<file path="config.mk">
export PLATFORM = sky130hd
export DESIGN_NAME = qaw_watchdog
export DESIGN_NICKNAME = d
export VERILOG_FILES = /design/src/hdl/qaw_pkg.sv /design/src/hdl/qaw_watchdog.sv
export SDC_FILE = /design/constraint.sdc
export NUM_CORES = 1
export LEC_CHECK = 0
export ABC_AREA = 1
export BUFFER_PORTS_ARGS = -buffer_cell sky130_fd_sc_hd__buf_4
export CORE_ASPECT_RATIO = 0.8
export CORE_MARGIN = 1.5
export CORE_UTILIZATION = 57
export CTS_BUF_LIST = sky130_fd_sc_hd__clkbuf_16
export DETAILED_ROUTE_END_ITERATION = 8
export MAX_ROUTING_LAYER = met4
export PLACE_DENSITY_LB_ADDON = 0.2
export SLEW_MARGIN = 20
export SYNTH_ARGS = -nofsm -noshare
export SYNTH_HDL_FRONTEND = slang
export SYNTH_SLANG_ARGS = --single-unit
</file>
<file path="constraint.sdc">
create_clock -name clock_i -period 3.2 [get_ports clock_i]
set_input_delay 0.64 -clock clock_i [delete_from_list [all_inputs] [get_ports clock_i]]
set_output_delay 0.64 -clock clock_i [all_outputs]
set_load 0.01 [all_outputs]
</file>
<file path="src/hdl/qaw_pkg.sv">
// Purpose: shared constants and types of the question-answer watchdog
// Assumes: 125 MHz system clock, APB register access
// Notes:   watchdog tick is derived from the system clock
`default_nettype none
package qaw_pkg;
    // register byte addresses
    localparam logic [7:0] QAW_ADDR_QUESTION_LOW  = 8'h00;
    localparam logic [7:0] QAW_ADDR_QUESTION_HIGH = 8'h04;
    localparam logic [7:0] QAW_ADDR_RESP_TIME     = 8'h08;
    localparam logic [7:0] QAW_ADDR_ANSWER        = 8'h0C;
    localparam logic [7:0] QAW_ADDR_CONTROL       = 8'h10;
    localparam logic [7:0] QAW_ADDR_STATUS        = 8'h14;
    // reset values and counter limits
    localparam logic [2:0] QAW_EC_INIT        = 3'h6;
    localparam logic [2:0] QAW_EC_ALARM_LIMIT = 3'h4;
    localparam logic [2:0] QAW_CNT_MAX        = 3'h7;
    localparam logic [7:0] QAW_RESP_TIME_INIT = 8'h3F;
    localparam logic [1:0] QAW_BYTE_CNT_INIT  = 2'h3;
    // timing: watchdog oscillator 64 kHz, divide 101, window 8 units
    localparam int QAW_SYS_HZ      = 125_000_000;
    localparam int QAW_OSC_HZ      = 64_000;
    localparam int QAW_OSC_DIV     = QAW_SYS_HZ / QAW_OSC_HZ;
    localparam int QAW_UNIT_TICKS  = 101;
    localparam int QAW_WINDOW_UNITS = 8;
    // sequencer states, gray along the usual path
    typedef enum logic [1:0] {
        QAW_ST_WAIT   = 2'b00,
        QAW_ST_WINDOW = 2'b01
    } qaw_state_e;
    // counters of the monitoring sequence, carried together
    typedef struct packed {
        logic [2:0] error_count;
        logic [2:0] shutdown_count;
        logic [2:0] reset_count;
        logic       shutdown_signal;
        logic       reset_request;
    } qaw_mon_s;
endpackage
`default_nettype wire

</file>
<file path="src/hdl/qaw_watchdog.sv">
// Purpose: question-answer watchdog with APB register access
// Assumes: rst_i is the undervoltage reset; soft_reset_i is synchronous
// Notes:   expected answer bytes follow the documented xor equations
//
// The APB register port and the address map were left to the implementer.
`default_nettype none
module qaw_watchdog #(
    parameter int OSC_DIV = qaw_pkg::QAW_OSC_DIV
) (
    input  wire logic        clock_i,         // system clock
    input  wire logic        rst_i,           // undervoltage reset
    input  wire logic        soft_reset_i,    // soft reset event pulse
    input  wire logic        sys_reset_i,     // system reset level, pin
    input  wire logic        power_latch_i,   // after-run power latch
    input  wire logic        psel,
    input  wire logic        penable,
    input  wire logic        pwrite,
    input  wire logic [7:0]  paddr,
    input  wire logic [31:0] pwdata,
    output logic      [31:0] prdata,
    output logic             pready,
    output logic             pslverr,
    output logic             alarm_pin_o,     // drive-low value, always 0
    output logic             alarm_pin_oe_o,  // high while pulling low
    output logic             shutdown_signal_o,
    output logic             power_off_o,     // relay and regulators off
    output logic             watchdog_reset_request_o
);
    initial begin
        if (OSC_DIV < 1) $error("OSC_DIV must be at least 1");
    end

    // three-stage sync of the reset pin
    logic [2:0] sys_rst_sync_q, sys_rst_sync_d;
    logic       sys_rst_seen_q, sys_rst_seen_d;
    always_comb begin
        sys_rst_sync_d = {sys_rst_sync_q[1:0], sys_reset_i};
        // a change counts once stages two and three agree
        sys_rst_seen_d = (sys_rst_sync_q[2] == sys_rst_sync_q[1])
                       ? sys_rst_sync_q[2] : sys_rst_seen_q;
    end
    always_ff @(posedge clock_i or posedge rst_i) begin
        if (rst_i) begin
            sys_rst_sync_q <= 3'h0;
            sys_rst_seen_q <= 1'b0;
        end else begin
            sys_rst_sync_q <= sys_rst_sync_d;
            sys_rst_seen_q <= sys_rst_seen_d;
        end
    end

    // timebase: oscillator tick, then response-time unit
    logic [15:0] osc_cnt_q, osc_cnt_d;
    logic [6:0]  unit_cnt_q, unit_cnt_d;
    logic        unit_tick;
    always_comb begin
        osc_cnt_d  = osc_cnt_q + 16'h0001;
        unit_cnt_d = unit_cnt_q;
        unit_tick  = 1'b0;
        if (osc_cnt_q == 16'(OSC_DIV - 1)) begin
            osc_cnt_d = 16'h0000;
            if (unit_cnt_q == 7'(qaw_pkg::QAW_UNIT_TICKS - 1)) begin
                unit_cnt_d = 7'h00;
                unit_tick  = 1'b1;
            end else begin
                unit_cnt_d = unit_cnt_q + 7'h01;
            end
        end
    end
    always_ff @(posedge clock_i or posedge rst_i) begin
        if (rst_i) begin
            osc_cnt_q  <= 16'h0000;
            unit_cnt_q <= 7'h00;
        end else begin
            osc_cnt_q  <= osc_cnt_d;
            unit_cnt_q <= unit_cnt_d;
        end
    end

    // apb decode, zero wait states
    logic apb_wr, apb_rd;
    assign apb_wr = psel & penable & pwrite;
    assign apb_rd = psel & penable & ~pwrite;

    // question generation state
    logic [3:0] qcount_q, qcount_d;   // question counter
    logic [3:0] chain_q, chain_d;     // pseudo-random chain
    logic [3:0] question;
    logic       chain_fb;
    always_comb begin
        question[0] = chain_q[1] ^ qcount_q[1];
        question[1] = chain_q[3] ^ qcount_q[3];
        question[2] = chain_q[0] ^ qcount_q[0];
        question[3] = chain_q[2] ^ qcount_q[2];
        // zero term escapes the all-zero lockup
        chain_fb = (chain_q[3] ^ chain_q[2]) | (chain_q == 4'h0);
    end

    // expected byte from question and byte count
    logic [1:0] byte_cnt_q, byte_cnt_d;
    logic [7:0] expect_byte;
    always_comb begin
        expect_byte[7] = question[2] ^ byte_cnt_q[0];
        expect_byte[6] = question[0] ^ byte_cnt_q[0];
        expect_byte[5] = question[3] ^ byte_cnt_q[0];
        expect_byte[4] = question[1] ^ byte_cnt_q[0];
        expect_byte[3] = question[2] ^ question[0] ^ question[3]
                       ^ byte_cnt_q[1];
        expect_byte[2] = question[0] ^ question[3] ^ question[1]
                       ^ byte_cnt_q[1];
        expect_byte[1] = question[2] ^ question[0] ^ question[1]
                       ^ byte_cnt_q[1];
        expect_byte[0] = byte_cnt_q[1] ^ question[3] ^ question[0];
    end

    // sequencer and monitoring state
    qaw_pkg::qaw_state_e state_q, state_d;
    logic [7:0]  resp_time_q, resp_time_d;
    logic [7:0]  unit_left_q, unit_left_d;   // units left in phase
    logic        ans_err_q, ans_err_d;       // answer error flag
    logic        last_ok_q, last_ok_d;       // last compare result
    logic        reset_en_q, reset_en_d;     // reset enable bit
    qaw_pkg::qaw_mon_s mon_q, mon_d;
    logic        alarm_q, alarm_d;           // alarm_internal
    logic        ans_wr, last_byte, time_wr, expire;
    logic        good, overflow, byte_bad;
    always_comb begin
        state_d     = state_q;
        resp_time_d = resp_time_q;
        unit_left_d = unit_left_q;
        ans_err_d   = ans_err_q;
        last_ok_d   = last_ok_q;
        reset_en_d  = reset_en_q;
        mon_d       = mon_q;
        qcount_d    = qcount_q;
        chain_d     = chain_q;
        byte_cnt_d  = byte_cnt_q;
        good        = 1'b0;
        overflow    = 1'b0;
        ans_wr      = apb_wr && paddr == qaw_pkg::QAW_ADDR_ANSWER;
        time_wr     = apb_wr && paddr == qaw_pkg::QAW_ADDR_RESP_TIME;
        last_byte   = ans_wr && byte_cnt_q == 2'h0;
        byte_bad    = pwdata[7:0] != expect_byte;
        expire      = unit_tick && state_q == qaw_pkg::QAW_ST_WINDOW
                      && unit_left_q == 8'h00;
        if (apb_wr && paddr == qaw_pkg::QAW_ADDR_CONTROL) begin
            reset_en_d = pwdata[0];
        end
        // phase timing advances on unit ticks
        if (unit_tick) begin
            if (unit_left_q != 8'h00) begin
                unit_left_d = unit_left_q - 8'h01;
            end else if (state_q == qaw_pkg::QAW_ST_WAIT) begin
                state_d     = qaw_pkg::QAW_ST_WINDOW;
                unit_left_d = 8'(qaw_pkg::QAW_WINDOW_UNITS - 1);
            end
        end
        // early bytes are checked whatever the phase
        if (ans_wr && !last_byte) begin
            byte_cnt_d = byte_cnt_q - 2'h1;
            ans_err_d  = ans_err_q | byte_bad;
        end
        // a sequencer run: last byte, time write or window end
        if (last_byte || time_wr || expire) begin
            if (last_byte) begin
                // only the last byte is judged for timing
                good = !(ans_err_q | byte_bad)
                     && state_q == qaw_pkg::QAW_ST_WINDOW
                     && resp_time_q != 8'h00;
                last_ok_d = good;
            end
            if (time_wr) begin
                resp_time_d = pwdata[7:0];
            end
            if (good) begin
                if (mon_q.error_count != 3'h0) begin
                    mon_d.error_count = mon_q.error_count - 3'h1;
                end
                qcount_d = qcount_q + 4'h1;
                if (qcount_q == 4'hF) begin
                    chain_d = {chain_q[2:0], chain_fb};
                end
            end else if (mon_q.error_count == qaw_pkg::QAW_CNT_MAX) begin
                overflow          = 1'b1;
                mon_d.error_count = qaw_pkg::QAW_EC_INIT;
            end else begin
                mon_d.error_count = mon_q.error_count + 3'h1;
            end
            // question unchanged unless good, so time runs keep it
            byte_cnt_d  = qaw_pkg::QAW_BYTE_CNT_INIT;
            ans_err_d   = 1'b0;
            state_d     = qaw_pkg::QAW_ST_WAIT;
            unit_left_d = time_wr ? pwdata[7:0] : resp_time_q;
        end
        mon_d.reset_request = 1'b0;
        if (overflow && reset_en_q) begin
            if (mon_q.reset_count != qaw_pkg::QAW_CNT_MAX) begin
                mon_d.reset_count   = mon_q.reset_count + 3'h1;
                mon_d.reset_request = 1'b1;
            end
        end
        // shutdown counter and signal
        if ((overflow || (soft_reset_i && alarm_q))) begin
            if (mon_q.shutdown_count == qaw_pkg::QAW_CNT_MAX) begin
                mon_d.shutdown_signal = 1'b1;
            end else begin
                mon_d.shutdown_count = mon_q.shutdown_count + 3'h1;
            end
        end
        alarm_d = mon_d.error_count > qaw_pkg::QAW_EC_ALARM_LIMIT;
        if (!alarm_q) begin
            mon_d.shutdown_count  = 3'h0;
            mon_d.shutdown_signal = 1'b0;
        end
    end
    always_ff @(posedge clock_i or posedge rst_i) begin
        if (rst_i) begin
            state_q     <= qaw_pkg::QAW_ST_WAIT;
            resp_time_q <= qaw_pkg::QAW_RESP_TIME_INIT;
            unit_left_q <= qaw_pkg::QAW_RESP_TIME_INIT;
            ans_err_q   <= 1'b0;
            last_ok_q   <= 1'b0;
            reset_en_q  <= 1'b0;
            mon_q       <= '{error_count: qaw_pkg::QAW_EC_INIT,
                             default: '0};
            alarm_q     <= 1'b1;
            qcount_q    <= 4'h0;
            chain_q     <= 4'h0;
            byte_cnt_q  <= qaw_pkg::QAW_BYTE_CNT_INIT;
        end else begin
            state_q     <= state_d;
            resp_time_q <= resp_time_d;
            unit_left_q <= unit_left_d;
            ans_err_q   <= ans_err_d;
            last_ok_q   <= last_ok_d;
            reset_en_q  <= reset_en_d;
            mon_q       <= mon_d;
            alarm_q     <= alarm_d;
            qcount_q    <= qcount_d;
            chain_q     <= chain_d;
            byte_cnt_q  <= byte_cnt_d;
        end
    end

    // registered outputs and read data
    logic [31:0] rdata_d;
    always_comb begin
        case (paddr)
            qaw_pkg::QAW_ADDR_QUESTION_LOW:  rdata_d = {28'h0, question};
            qaw_pkg::QAW_ADDR_QUESTION_HIGH: rdata_d = {31'h0, last_ok_q};
            qaw_pkg::QAW_ADDR_RESP_TIME:     rdata_d = {24'h0, resp_time_q};
            qaw_pkg::QAW_ADDR_CONTROL:       rdata_d = {31'h0, reset_en_q};
            qaw_pkg::QAW_ADDR_STATUS:
                rdata_d = {19'h0, byte_cnt_q, alarm_q, mon_q.shutdown_signal,
                           mon_q.reset_count, mon_q.shutdown_count,
                           mon_q.error_count};
            default:                         rdata_d = 32'h0;
        endcase
    end
    always_ff @(posedge clock_i or posedge rst_i) begin
        if (rst_i) begin
            prdata                   <= 32'h0;
            pready                   <= 1'b0;
            pslverr                  <= 1'b0;
            alarm_pin_o              <= 1'b0;
            alarm_pin_oe_o           <= 1'b1;
            shutdown_signal_o        <= 1'b0;
            power_off_o              <= 1'b0;
            watchdog_reset_request_o <= 1'b0;
        end else begin
            // answer one cycle after setup, in the access phase
            pready  <= psel & ~penable;
            prdata  <= rdata_d;
            pslverr <= psel & ~penable & (paddr[1:0] != 2'b00 ||
                       paddr > qaw_pkg::QAW_ADDR_STATUS);
            alarm_pin_o    <= 1'b0;
            alarm_pin_oe_o <= alarm_d | sys_rst_seen_q;
            shutdown_signal_o <= mon_d.shutdown_signal;
            power_off_o    <= mon_d.shutdown_signal & power_latch_i;
            watchdog_reset_request_o <= mon_d.reset_request;
        end
    end
endmodule
`default_nettype wire

</file>
==> summary by stage <==
Worst setup path
The startpoint-to-endpoint class of the critical path is flop to flop. The number of cells on the worst reg-to-reg path is 16. The launching element type of the critical path is a flop. Counting stages on the worst path, the most repeated cell is sky130_fd_sc_hd__inv_2. STA classifies the critical path endpoint as a flop. The largest individual stage delay along the critical path comes from the cell sky130_fd_sc_hd__dfrtp_1. The endpoint of the worst register-to-register path is unit_left_q[2]. The data required time of the worst path is 3.46 ns. The worst reg-to-reg setup slack is 0.74 ns. Traced cell by cell, the critical path runs through inv_1 > ha_1 > nand4_1 > nor2_1 > nand2_2 > inv_2 > nand2_2 > nor2_2 > nand2_1 > nand2_4 > inv_2 > nand2_1 > inv_2 > nand3_1 > o211ai_1 > o21ai_0. The largest single stage delay on the critical path is 0.40 ns. The data arrival time of the critical path is 2.72 ns. In this run the critical register-to-register path is launched from osc_cnt_q[0].

The highest fanout seen on the critical path is 16.

Synth
The proportion of synthesized flip-flops having asynchronous set or reset is 100%. The share of the yosys chip area belonging to registers is 43.7%. The number of register bits inferred by synthesis is 86. The most frequently used flop master after synthesis is sky130_fd_sc_hd__dfrtp_1. The number of flops mapped to enable cells by yosys is 0.

During synthesis, Yosys emitted a total of 0 warnings. Synthesis produced 632 cells. The distinct cell type count after synthesis is 47. A synthesized cell averages 7.88 um^2. The netlist area before placement is 4980 um^2.

Layout
The fraction of layout instances using a drive strength above 1 is 19.3%. 0 antenna diodes ended up in the layout. The area of combinational cells with multiple inputs is 2280 um^2.

Leaving out fill and tap cells, the most frequent cell in the layout is sky130_fd_sc_hd__nand2_1. The count of fill cells added during filler insertion is 707. The area overhead of the layout relative to synthesis is 13.8%. The storage element area is 2170 um^2. The number of nets in the layout is 747. The library cells used most frequently in the layout, excluding fill and tap cells, are 156 x sky130_fd_sc_hd__nand2_1, 101 x sky130_fd_sc_hd__inv_1, 68 x sky130_fd_sc_hd__dfrtp_1.

Worst hold path
The type of the worst min-delay path is input port to async pin.

GRT
The initial antenna violation count came to 0. Entering global routing, the biggest net connects 33 pins. Across every metal layer, demand over resource in global routing totals 25.2%.

The first global-routing pass estimated 17.9 mm of wire. The aggregate global routing overflow is 0. The number of global-route vias before repair was 3,817.

Floorplanning
The horizontal die dimension is 107 um. The initial standard-cell utilization of the core is 58.7%. The total die area is 9310 um^2. The region available for standard cell placement spans 8480 um^2.

From bottom edge to top edge, the die measures 86.6 um. The top-level I/O count is 87. The initialized floorplan defines 30 standard-cell rows.

Clock network
The clock-pin slew on the worst setup and hold paths is 0.06 ns. Buffers inserted during clock tree synthesis total 9. The root buffer cell chosen for the clock tree is sky130_fd_sc_hd__clkbuf_16. The clock drives 86 sinks. The clock reaches the later pin of the worst-skew pair after 0.34 ns. The CTS tree is built. The H-tree generated during clock tree synthesis spans 3 levels.

After clock tree synthesis, the setup repair step added 0 buffers. The count of hold-fix buffers inserted at cts is 0. The total of cells resized after clock tree synthesis is 0. The clock passes through at most 2 buffers.

STA
Across the routed clock network, the largest skew measured is 0.00773 ns. Setup repair after global routing left no endpoint under its margin. The ratio of final minimum period to clock period is 76.9%. The final-report max-slew violation count came to 0. The post-route worst setup slack is 0.739 ns. After layout, the minimum clock period comes to 2.46 ns. Setup violations remaining at the end of the flow were counted as 0.

The number of hold violations in the final report is 0. For the pin with the worst max-slew slack, the measured transition is 0.527 ns. The maximum frequency from static timing analysis is 0.406 GHz. After routing, the total negative slack on setup checks comes to 0 ns.

The normalized max-slew margin is 64.8%.

Placed design
The routability congestion estimate from global placement is 0.878. The placed wire-length estimate after detailed placement is 7.86 mm. Timing analysis after detailed placement gives a worst setup slack of 0.646 ns. Buffers placed on the I/O ports in this run total 42.

Routing
The routed via count is 4,202. The remaining antenna violation count after routing is 0. Dividing the detail-routed wire length by the instance count gives 13.1 um. Wires add up to 10.5 mm. The number of DRC markers in iteration 0 is 258. The average via count per standard cell is 5.25. The first-pass iteration count of the detailed router is 5. The total DRC errors in the routed layout is 0.

Power and ir drop
IR analysis of the VDD net gives a maximum drop of 0.238 mV. In this run the power density over the cells is 419 nW/um^2. Summed over all cells, the static leakage comes to 0.00300 uW.

Outcome
The flow ran to the end, and the final reports show no timing, DRC or antenna violations.

Job
Across the run, the number of max-cap violations was 0.
[how the worst max path moves through the flow]
stage                       from        endpoint  slack (ns)  cells after the start
global placement        paddr[7]      chain_q[3]        0.66                     11
CTS                 osc_cnt_q[0]  unit_left_q[2]        0.79                     16
finish              osc_cnt_q[0]  unit_left_q[2]        0.74                     16
floorplan                  rst_i       ans_err_q        0.37                      1
detailed placement      paddr[7]  unit_left_q[2]        0.65                     15
global route        osc_cnt_q[0]  unit_left_q[5]        0.53                     15
[through the flow]
| step | cells | total power, uW | hold WS [ns] | util, % | instance area [um^2] |
|---|---|---|---|---|---|
| floorplan | 651 | 1300 | 0.331 | - | 5050 |
| detailed placement | 785 | 1350 | 0.339 | 63.3 | 5370 |
| CTS | 800 | 2400 | 0.339 | 66.8 | 5660 |
| finish | 800 | 2370 | 0.331 | 66.8 | 5660 |
| global placement | 785 | 1340 | 0.332 | 63.3 | 5370 |
| global route | 800 | 2470 | 0.355 | 66.8 | 5660 |
[flip-flops by register name, summed over array words and instances (netlist names), 2 cells and up]
register	count
byte_cnt_q	2
chain_q	4
mon_q	9
osc_cnt_q	16
prdata	13
qcount_q	4
resp_time_q	8
sys_rst_sync_q	3
unit_cnt_q	7
unit_left_q	8
[cells in the mapped netlist, types with 2 or more instances]
master | number | area share (%)
sky130_fd_sc_hd__a211oi_1 | 3 | 0.45
sky130_fd_sc_hd__a21oi_1 | 21 | 2.1
sky130_fd_sc_hd__a22oi_1 | 2 | 0.30
sky130_fd_sc_hd__a31o_2 | 2 | 0.35
sky130_fd_sc_hd__and3_1 | 5 | 0.63
sky130_fd_sc_hd__buf_4 | 21 | 3.2
sky130_fd_sc_hd__clkbuf_1 | 2 | 0.15
sky130_fd_sc_hd__dfrtp_1 | 68 | 34
sky130_fd_sc_hd__dfstp_2 | 18 | 9.5
sky130_fd_sc_hd__ha_1 | 15 | 3.8
sky130_fd_sc_hd__inv_1 | 102 | 7.7
sky130_fd_sc_hd__inv_2 | 9 | 0.68
sky130_fd_sc_hd__nand2_1 | 156 | 12
sky130_fd_sc_hd__nand2_2 | 17 | 2.1
sky130_fd_sc_hd__nand2_4 | 3 | 0.68
sky130_fd_sc_hd__nand3_1 | 26 | 2.6
sky130_fd_sc_hd__nand3_2 | 5 | 1.0
sky130_fd_sc_hd__nand4_1 | 10 | 1.3
sky130_fd_sc_hd__nor2_1 | 50 | 3.8
sky130_fd_sc_hd__nor2_2 | 3 | 0.38
sky130_fd_sc_hd__nor2_4 | 4 | 0.90
sky130_fd_sc_hd__nor3_1 | 9 | 0.90
sky130_fd_sc_hd__nor3_2 | 2 | 0.40
sky130_fd_sc_hd__nor4_1 | 5 | 0.63
sky130_fd_sc_hd__o211ai_1 | 2 | 0.30
sky130_fd_sc_hd__o21ai_0 | 29 | 2.9
sky130_fd_sc_hd__o21ai_1 | 6 | 0.60
sky130_fd_sc_hd__o21ai_2 | 2 | 0.35
sky130_fd_sc_hd__o221ai_1 | 4 | 0.70
sky130_fd_sc_hd__o22ai_1 | 2 | 0.25
sky130_fd_sc_hd__o311ai_0 | 2 | 0.35
sky130_fd_sc_hd__xnor2_1 | 3 | 0.53
sky130_fd_sc_hd__xor2_1 | 10 | 1.8
[layer usage]
| metal | track usage [%] | part of all wire (%) | up-vias |
|---|---|---|---|
| li1 | - | - | 2084 |
| met1 | 35.9 | 49 | 1935 |
| met2 | 37.6 | 42 | 168 |
| met3 | 4.44 | 7.5 | 15 |
| met4 | 6.22 | 1.2 | 0 |
| met5 | - | 0 | - |
[critical path, delay by kind of cell, from the launching register on]
family / cells / cell delay (ns)
AO/OA/AOI/OAI: 2 / 0.17
flip-flops: 1 / 0.40
buffers and inverters: 4 / 0.43
adder cells (fa/ha/maj): 1 / 0.20
AND/OR/NAND/NOR: 9 / 1.15
[cells by family after synthesis]
kind of cell	Yosys count	share of synthesized area (%)
buffers and inverters	136	11.9
other	1	0.0753
and+or+nand+nor	301	28.7
adders and majority gates	16	3.97
AOI/OAI and AO/OA	79	9.37
xor gates and xnor gates	13	2.29
DFF	86	43.7
[layout make-up]
class / count / share of cell area, %
multi-input combinational: 429 / 40.3
sequential: 86 / 38.4
inverter: 112 / 7.49
timing repair buffer: 46 / 6.10
clock buffer: 9 / 3.98
tap: 112 / 2.47
clock inverter: 6 / 1.28
[where the power goes]
part           switching, uW  internal (uW)  leakage, uW
Combinational            120           68.6      0.00181
Clock                    439            607     0.000142
Sequential              20.4           1120      0.00105
Total                    579           1790      0.00300
Power figures use the tool's default switching activity.
